File: config.mk
export PLATFORM = sky130hd
export DESIGN_NAME = pll_fraction_loop_config_regs
export DESIGN_NICKNAME = d
export VERILOG_FILES = /design/src/pll_cfg_pkg.sv /design/src/nv_load_if.sv /design/src/nv_reader.sv /design/src/pll_fraction_loop_config_regs.sv
export VERILOG_INCLUDE_DIRS = /design/src /design/src/src
export SDC_FILE = /design/constraint.sdc
export NUM_CORES = 1
export LEC_CHECK = 0
export BUFFER_PORTS_ARGS = -buffer_cell sky130_fd_sc_hd__buf_2
export CAP_MARGIN = 20
export CORE_MARGIN = 3
export CORE_UTILIZATION = 50
export DETAILED_ROUTE_END_ITERATION = 12
export PLACE_DENSITY = 0.85
export SLEW_MARGIN = 10
export SYNTH_ARGS = -nofsm -noshare
export SYNTH_HDL_FRONTEND = slang
export SYNTH_SLANG_ARGS = --single-unit
File: constraint.sdc
create_clock -name clk_sys_in -period 2.3 [get_ports clk_sys_in]
set_input_delay 0.46 -clock clk_sys_in [delete_from_list [all_inputs] [get_ports clk_sys_in]]
set_output_delay 0.46 -clock clk_sys_in [all_outputs]
set_load 0.02 [all_outputs]
File: src/pll_cfg_params.svh
// constants for the fractional loop configuration register bank
`ifndef PLL_CFG_PARAMS_SVH
`define PLL_CFG_PARAMS_SVH

`define ADDR_FRAC_DEN_LOW 8'h20
`define ADDR_MOD_CTRL 8'h21
`define ADDR_SYNTH_CTRL_FIRST 8'h22
`define ADDR_SYNTH_CTRL_SECOND 8'h23
`define ADDR_LF_R2 8'h24
`define ADDR_LF_C1 8'h25
`define ADDR_FIRST 8'h20
`define ADDR_LAST 8'h25

`define RST_FRAC_DEN_LOW 8'hFF
`define RST_DITHER 2'h0
`define RST_ORDER 2'h3
`define RST_CTRL_FIRST_RSVD 2'h0
`define RST_DOUBLER 1'h1
`define RST_PUMP_CURRENT 4'h4
`define RST_PUMP_DELAY 3'h2
`define RST_THIRD_ORDER 1'h1
`define RST_CTRL_SECOND_RSVD 2'h3
`define RST_LF_R2 8'h24
`define RST_LF_C1 3'h2

`define DITHER_WEAK 2'h0
`define DITHER_OFF 2'h3
`define ORDER_INTEGER 2'h0
`define ORDER_THIRD 2'h3
`define PUMP_1P6MA 4'h4
`define PUMP_6P4MA 4'h8

`define C1_BASE_PF 9'h005
`define C1_STEP_PF 9'h032

`define NV_COUNT 4'h6

`endif

File: src/pll_cfg_pkg.sv
// types for the fractional loop configuration register bank
package pll_cfg_pkg;
   typedef enum logic [2:0] {
      LOAD_IDLE = 3'b001,
      LOAD_BUSY = 3'b010,
      LOAD_DONE = 3'b100
   } load_state_t;

   typedef enum logic [1:0] {
      MOD_INTEGER = 2'h0,
      MOD_RSVD1 = 2'h1,
      MOD_RSVD2 = 2'h2,
      MOD_THIRD = 2'h3
   } mod_order_t;
endpackage

File: src/nv_load_if.sv
// request and answer between loader and nonvolatile reader
`timescale 1ns/1ps
interface nv_load_if;
   logic req;
   logic [3:0] index;
   logic ack;
   logic [7:0] data;
   modport bank (output req, output index, input ack, input data);
   modport reader (input req, input index, output ack, output data);
endinterface

File: src/nv_reader.sv
// forwards start-up reads to the on-chip nonvolatile memory port
`timescale 1ns/1ps
module nv_reader (
   // clock and reset
   input wire logic clk_sys_in,
   input wire logic sys_rst_in,
   // bank side
   nv_load_if.reader load,
   // memory port
   output logic nv_rd_req_out,
   output logic [3:0] nv_rd_index_out,
   input wire logic nv_rd_valid_in,
   input wire logic [7:0] nv_rd_data_in
);
   logic pending_q;

   // one outstanding read; a new request waits for the previous answer
   always_ff @(posedge clk_sys_in) begin
      if (sys_rst_in) begin
         pending_q <= 1'b0;
      end else if (nv_rd_valid_in) begin
         pending_q <= 1'b0;
      end else if (load.req && !pending_q) begin
         pending_q <= 1'b1;
      end
   end

   always_ff @(posedge clk_sys_in) begin
      if (sys_rst_in) begin
         load.data <= 8'h00;
      end else if (nv_rd_valid_in) begin
         load.data <= nv_rd_data_in;
      end
   end

   always_ff @(posedge clk_sys_in) begin
      if (sys_rst_in) begin
         load.ack <= 1'b0;
      end else begin
         load.ack <= nv_rd_valid_in && pending_q;
      end
   end

   assign nv_rd_req_out = load.req && !pending_q;
   assign nv_rd_index_out = load.index;
endmodule

File: src/pll_fraction_loop_config_regs.sv
// register bank for the fractional synthesizer loop settings
`timescale 1ns/1ps
`include "pll_cfg_params.svh"

// Behaviour
// (RULE1) denominator low byte, read-write, resets to FF, loaded from nonvolatile memory
// (RULE2) full 22-bit denominator joins upper six bits, middle byte, this low byte
// (RULE3) dither field bits 3:2, reset 0; 0 weak, 3 off, others reserved
// (RULE4) order field bits 1:0, reset 3; 0 integer, 3 third order
// (RULE5) reference doubler enabled by first control bit 5, reset 1
// (RULE6) pump current bits 3:0, reset 4; 4 is 1.6 mA, 8 is 6.4 mA
// (RULE7) pump delay bits 6:4, reset 2; 0 no delay
// (RULE8) second control bit 2 enables third-order filter capacitor, reset 1
// (RULE9) eight-bit R2 code, reset 24
// (RULE10) C1 code bits 2:0, reset 2; picofarads are five plus fifty per step
// (RULE11) host keeps reserved bits at defaults, including second control low bits
// (RULE12) nonvolatile-backed fields load from on-chip memory before synthesizer runs
module pll_fraction_loop_config_regs (
   // clock and reset
   input wire logic clk_sys_in,
   input wire logic sys_rst_in,
   // register port from the serial control block
   input wire logic reg_wr_in,
   input wire logic reg_rd_in,
   input wire logic [7:0] reg_addr_in,
   input wire logic [7:0] reg_wdata_in,
   output logic [7:0] reg_rdata_out,
   output logic reg_hit_out,
   // upper denominator bits held elsewhere
   input wire logic [5:0] den_upper_in,
   input wire logic [7:0] den_middle_in,
   // nonvolatile memory port
   output logic nv_rd_req_out,
   output logic [3:0] nv_rd_index_out,
   input wire logic nv_rd_valid_in,
   input wire logic [7:0] nv_rd_data_in,
   // synthesizer settings
   output logic synth_run_out,
   output logic [21:0] fractional_denominator_out,
   output logic dither_weak_out,
   output logic dither_off_out,
   output logic integer_mode_out,
   output logic third_order_mod_out,
   output logic doubler_enable_out,
   output logic [3:0] pump_current_code_out,
   output logic pump_current_valid_out,
   output logic [2:0] pump_delay_code_out,
   output logic third_order_filter_enable_out,
   output logic [7:0] filter_resistor_two_code_out,
   output logic [2:0] filter_cap_one_code_out,
   output logic [8:0] filter_cap_one_pf_out
);
   import pll_cfg_pkg::*;

   logic [7:0] den_low_q;
   logic [1:0] dither_select_q;
   logic [1:0] order_q;
   logic [1:0] ctrl_first_rsvd_q;
   logic doubler_q;
   logic [3:0] pump_current_code_q;
   logic [2:0] pump_delay_code_q;
   logic third_order_filter_enable_q;
   logic [1:0] ctrl_second_rsvd_q;
   logic [7:0] filter_resistor_two_code_q;
   logic [2:0] filter_cap_one_code_q;
   load_state_t load_state_q;
   logic [3:0] load_index_q;
   logic [7:0] rdata_q;
   logic load_wr;
   logic [7:0] load_addr;
   logic [7:0] wr_data;
   logic wr_any;
   logic [7:0] wr_addr;

   nv_load_if load ();

   nv_reader u_reader (
      .clk_sys_in(clk_sys_in),
      .sys_rst_in(sys_rst_in),
      .load(load.reader),
      .nv_rd_req_out(nv_rd_req_out),
      .nv_rd_index_out(nv_rd_index_out),
      .nv_rd_valid_in(nv_rd_valid_in),
      .nv_rd_data_in(nv_rd_data_in)
   );

   function automatic logic addr_mapped(input logic [7:0] a);
      addr_mapped = (a >= `ADDR_FIRST) && (a <= `ADDR_LAST);
   endfunction

   // start-up load walks the six bytes, one nonvolatile read per register
   always_ff @(posedge clk_sys_in) begin
      if (sys_rst_in) begin
         load_state_q <= LOAD_IDLE;
         load_index_q <= 4'h0;
      end else begin
         unique case (load_state_q)
            LOAD_IDLE: begin
               load_state_q <= LOAD_BUSY;
            end
            LOAD_BUSY: begin
               if (load.ack) begin
                  if (load_index_q == `NV_COUNT - 4'h1) begin
                     load_state_q <= LOAD_DONE; // RULE12
                  end
                  load_index_q <= load_index_q + 4'h1;
               end
            end
            LOAD_DONE: begin
               load_state_q <= LOAD_DONE;
            end
            default: begin
               load_state_q <= LOAD_IDLE;
            end
         endcase
      end
   end

   assign load.req = (load_state_q == LOAD_BUSY) && !load.ack;
   assign load.index = load_index_q;
   assign load_wr = (load_state_q == LOAD_BUSY) && load.ack; // RULE12
   assign load_addr = `ADDR_FIRST + {4'h0, load_index_q};

   // host writes are ignored until the load finishes so the image cannot overwrite them
   assign wr_any = load_wr || (reg_wr_in && load_state_q == LOAD_DONE);
   assign wr_addr = load_wr ? load_addr : reg_addr_in;
   assign wr_data = load_wr ? load.data : reg_wdata_in;

   always_ff @(posedge clk_sys_in) begin
      if (sys_rst_in) begin
         den_low_q <= `RST_FRAC_DEN_LOW; // RULE1
      end else if (wr_any && wr_addr == `ADDR_FRAC_DEN_LOW) begin
         den_low_q <= wr_data; // RULE1
      end
   end

   always_ff @(posedge clk_sys_in) begin
      if (sys_rst_in) begin
         dither_select_q <= `RST_DITHER; // RULE3
         order_q <= `RST_ORDER; // RULE4
      end else if (wr_any && wr_addr == `ADDR_MOD_CTRL) begin
         dither_select_q <= wr_data[3:2]; // RULE3
         order_q <= wr_data[1:0]; // RULE4
      end
   end

   always_ff @(posedge clk_sys_in) begin
      if (sys_rst_in) begin
         ctrl_first_rsvd_q <= `RST_CTRL_FIRST_RSVD;
         doubler_q <= `RST_DOUBLER; // RULE5
         pump_current_code_q <= `RST_PUMP_CURRENT; // RULE6
      end else if (wr_any && wr_addr == `ADDR_SYNTH_CTRL_FIRST) begin
         ctrl_first_rsvd_q <= wr_data[7:6];
         doubler_q <= wr_data[5]; // RULE5
         pump_current_code_q <= wr_data[3:0]; // RULE6
      end
   end

   always_ff @(posedge clk_sys_in) begin
      if (sys_rst_in) begin
         pump_delay_code_q <= `RST_PUMP_DELAY; // RULE7
         third_order_filter_enable_q <= `RST_THIRD_ORDER; // RULE8
         ctrl_second_rsvd_q <= `RST_CTRL_SECOND_RSVD;
      end else if (wr_any && wr_addr == `ADDR_SYNTH_CTRL_SECOND) begin
         pump_delay_code_q <= wr_data[6:4]; // RULE7
         third_order_filter_enable_q <= wr_data[2]; // RULE8
         ctrl_second_rsvd_q <= wr_data[1:0]; // RULE11
      end
   end

   always_ff @(posedge clk_sys_in) begin
      if (sys_rst_in) begin
         filter_resistor_two_code_q <= `RST_LF_R2; // RULE9
      end else if (wr_any && wr_addr == `ADDR_LF_R2) begin
         filter_resistor_two_code_q <= wr_data; // RULE9
      end
   end

   always_ff @(posedge clk_sys_in) begin
      if (sys_rst_in) begin
         filter_cap_one_code_q <= `RST_LF_C1; // RULE10
      end else if (wr_any && wr_addr == `ADDR_LF_C1) begin
         filter_cap_one_code_q <= wr_data[2:0]; // RULE10
      end
   end

   // read data registered one cycle after the strobe; unused bits read zero, reserved control bits read back as stored
   always_ff @(posedge clk_sys_in) begin
      if (sys_rst_in) begin
         rdata_q <= 8'h00;
      end else if (reg_rd_in) begin
         unique case (reg_addr_in)
            `ADDR_FRAC_DEN_LOW: rdata_q <= den_low_q;
            `ADDR_MOD_CTRL: rdata_q <= {4'h0, dither_select_q, order_q};
            `ADDR_SYNTH_CTRL_FIRST: begin
               rdata_q <= {ctrl_first_rsvd_q, doubler_q, 1'b0, pump_current_code_q};
            end
            `ADDR_SYNTH_CTRL_SECOND: begin
               rdata_q <= {1'b0, pump_delay_code_q, 1'b0, third_order_filter_enable_q,
                           ctrl_second_rsvd_q};
            end
            `ADDR_LF_R2: rdata_q <= filter_resistor_two_code_q;
            `ADDR_LF_C1: rdata_q <= {5'h00, filter_cap_one_code_q};
            default: rdata_q <= 8'h00;
         endcase
      end
   end

   assign reg_rdata_out = rdata_q;
   assign reg_hit_out = addr_mapped(reg_addr_in);
   assign synth_run_out = (load_state_q == LOAD_DONE); // RULE12

   assign fractional_denominator_out = {den_upper_in, den_middle_in, den_low_q}; // RULE2
   assign dither_weak_out = (dither_select_q == `DITHER_WEAK); // RULE3
   assign dither_off_out = (dither_select_q == `DITHER_OFF); // RULE3
   assign integer_mode_out = (order_q == MOD_INTEGER); // RULE4
   assign third_order_mod_out = (order_q == MOD_THIRD); // RULE4
   assign doubler_enable_out = doubler_q; // RULE5
   assign pump_current_code_out = pump_current_code_q;
   // unsupported codes are still stored; this flag lets the analog side ignore them
   assign pump_current_valid_out = (pump_current_code_q == `PUMP_1P6MA) ||
                                   (pump_current_code_q == `PUMP_6P4MA); // RULE6
   assign pump_delay_code_out = pump_delay_code_q; // RULE7
   assign third_order_filter_enable_out = third_order_filter_enable_q; // RULE8
   assign filter_resistor_two_code_out = filter_resistor_two_code_q; // RULE9
   assign filter_cap_one_code_out = filter_cap_one_code_q;
   assign filter_cap_one_pf_out = `C1_BASE_PF +
                                  9'(`C1_STEP_PF * {6'h00, filter_cap_one_code_q}); // RULE10
endmodule

==> results.py <==
metrics = {
    "status": {
        "outcome": "finished, final reports clean",
    },
    "clock_network": {
        "clockRootBuffer": "clkbuf_8",
        "cts_buffers": 9,
        "clock_path_buffers": 2,
        "htreeDepth": 3,
        "cts_sinks": 61,
        "clk_pin_slew_ns": 0.07,
        "clkLatencyLatePin_ns": 0.34,
        "cts_tree": "built",
    },
    "grt": {
        "overflow": 0,
        "grt_pass1_wl_mm": 12.7,
        "grt_max_degree": 33,
        "track_usage": 0.223,
        "antenna_found_initial": 0,
        "grt_pass1_vias": 2618,
    },
    "power_and_ir_drop": {
        "p_int_mw": 1.97,
        "pwr-share-seq": 0.434,
        "powerDensity_nw_per_um2": 630,
        "p_switching_uw": 534,
        "ir_drop_mv": 0.400,
        "swShare": 0.213,
        "totalPowerFinal_mw": 2.51,
        "leakagePower_nw": 1.75,
        "clkPwrFrac": 0.486,
        "power_frac_comb": 0.080,
    },
    "yosys": {
        "ys.flop_type": "dfxtp_1",
        "synth.area.top_cells": "dfxtp_1 (39%), mux2i_1 (12%), nor2_1 (7.0%)",
        "synth_nets": 387,
        "synthesis.area_sq_um": 3150,
        "synthesis.instances": 336,
        "ys_seq_area_frac": 0.387,
        "synth_top_area_cell": "dfxtp_1",
        "ys_warn_count": 0,
        "yosysUniqueCellTypes": 47,
        "yosysTopAreaCellShare": 0.387,
        "synth_edf_count": 0,
        "async_flop_share": 0,
        "synth_area_per_cell_sq_um": 9.38,
        "ys_ff_latch": 61,
    },
    "timing": {
        "slew_viol_final": 0,
        "clock.fmax_mhz": 440,
        "setup_tns_ns": 0,
        "slew_headroom": 0.544,
        "layout_min_cycle_time_ns": 2.27,
        "fin_skew_ns": 0.00768,
        "worstMarginPinSlew_ns": 0.683,
        "rsz0062_at_grt": "yes",
        "finalHoldViolCount": 0,
        "fin_crit_sh": 0.989,
        "worst_slack_ns": 0.0254,
        "setup_viol": 0,
        "worst_hold_slack_ns": 0.354,
    },
    "route": {
        "via_per_inst": 5.64,
        "drt_wl_total_mm": 8.22,
        "drt_iter0_drc": 183,
        "num_vias": 2813,
        "wl_per_cell_microns": 16.5,
        "drt_pass1_iterations": 7,
        "drc": 0,
        "postRouteAntennaNets": 0,
    },
    "floorplan": {
        "boundaryPins": 114,
        "die_w_microns": 85.4,
        "die_area_sq_um": 7290,
        "coreArea_sq_um": 6030,
        "die_h_microns": 85.4,
        "start_util": 0.523,
        "fp-row-count": 28,
    },
    "placed_design": {
        "place_ws_ns": 0.00818,
        "io_buffers": 84,
        "place_congestion": 0.850,
        "dp_hpwl_mm": 5.95,
    },
    "final_layout": {
        "final_cell_mix": "buf_2 (82), dfxtp_1 (60), nor2_1 (59)",
        "diodes": 0,
        "seq_area_sq_um": 1220,
        "area_delta_synth_final_pct": 26.2,
        "drive_above_1_share": 0.363,
        "fin_util": 0.660,
        "layout_commonest_cell": "buf_2",
        "layout.nets": 470,
        "multi_input_area_sq_um": 1750,
        "fill_cells": 467,
    },
    "setup_path": {
        "end_kind": "output pin",
        "startpoint_type": "flop",
        "crit_required_ns": 1.84,
        "crit_arrival_ns": 1.81,
        "crit_type": "flop to output pin",
        "crit_fanout": 3,
    },
    "hold_path": {
        "hp-class": "input port to flop",
    },
    "job": {
        "maxCapViolCount": 0,
    },
}
-- final timing paths --
check	from	to	slack [ns]	depth (start not counted)
min reg2reg	reg_rdata_out[7]$_SDFFE_PP0P_	reg_rdata_out[7]$_SDFFE_PP0P_	0.47	2
max	filter_cap_one_code_out[1]$_SDFFE_PP1P_	filter_cap_one_pf_out[7]	0.03	7
max reg2reg	load_state_q[1]$_SDFFE_PP0P_	ctrl_first_rsvd_q[1]$_SDFFE_PP0P_	0.11	4
min	nv_rd_data_in[2]	u_reader.load.data[2]$_SDFFE_PP0P_	0.35	3
-- metal layers --
layer	share of wire	global-route usage	up-vias
met5	0	0	-
met3	0.080	0.0553	33
met4	0.025	0.105	0
met2	0.50	0.373	143
met1	0.39	0.267	1307
li1	-	-	1330
-- stage by stage --
step | std cells | cell area [sq um]
after global placement | 478 | 3620
after CTS | 495 | 3930
after detailed placement | 478 | 3620
final | 499 | 3980
after global routing | 499 | 3980
after floorplan | 336 | 3160
-- synth_stat cells (2+ instances only) --
library cell,number
a2111oi_4,2
a211oi_1,7
a211oi_2,2
a21oi_1,21
and2_1,4
buf_1,4
buf_2,2
buf_4,16
buf_6,2
clkbuf_1,12
dfxtp_1,61
ha_1,8
inv_1,7
mux2_2,9
mux2i_1,37
mux4_2,3
nand2_1,7
nand2b_1,2
nand4b_1,2
nor2_1,59
nor2b_1,15
nor3_1,14
nor3b_1,4
o2111ai_1,2
o22ai_1,3
o32ai_1,4
xnor2_1,3
xor2_1,5
-- area by class of cell --
type                       instances  area share
multi-input combinational        232       0.440
sequential                        61       0.308
clock buffer                      13      0.0425
timing repair buffer             108       0.155
tap                               75      0.0236
inverter                           7     0.00786
clock inverter                     3      0.0226
-- kinds of logic after synthesis --
group / synth area share
buffers and inverters: 0.0758
XOR/XNOR: 0.0222
AO/OA/AOI/OAI: 0.117
adder cells (fa/ha/maj): 0.0318
AND/OR/NAND/NOR: 0.182
multiplexers: 0.183
other: 0.00119
flip-flops: 0.387
-- critical path, stage by stage (launching register included) --
cell and delay [ns]:
dfxtp_4 0.36, inv_4 0.05, ha_4 0.27, inv_4 0.04, ha_4 0.27, nor3b_4 0.18, xor2_1 0.16, buf_4 0.16
-- power groups by stage --
stage                     Combinational [mW]  Sequential [mW]  Clock, mW
after detailed placement               0.199             1.11          0
final                                  0.200             1.09       1.22
after floorplan                        0.163             1.11          0
after global placement                 0.195             1.11          0
after CTS                              0.200             1.09       1.24
after global routing                   0.217             1.09       1.29
-- registers in the layout (all words and copies together) (netlist names) --
signal / cells
u_reader.pending_q: 1
order_q: 2
doubler_enable_out: 1
dither_select_q: 2
ctrl_second_rsvd_q: 2
reg_rdata_out: 8
filter_resistor_two_code_out: 8
third_order_filter_enable_out: 1
pump_current_code_out: 4
filter_cap_one_code_out: 3
load_state_q: 3
u_reader.load.ack: 1
load.index: 4
den_low_q: 8
pump_delay_code_out: 3
ctrl_first_rsvd_q: 2
u_reader.load.data: 8
-- what timing repair did --
item	4_1_cts	5_1_grt
setup buffers	1	4
cloned	0	0
endpoints found under the setup margin	2	10
pin swaps	1	3
hold buffers	0	0
resized for setup	7	5
No activity file was read; power rests on OpenSTA's default activity.
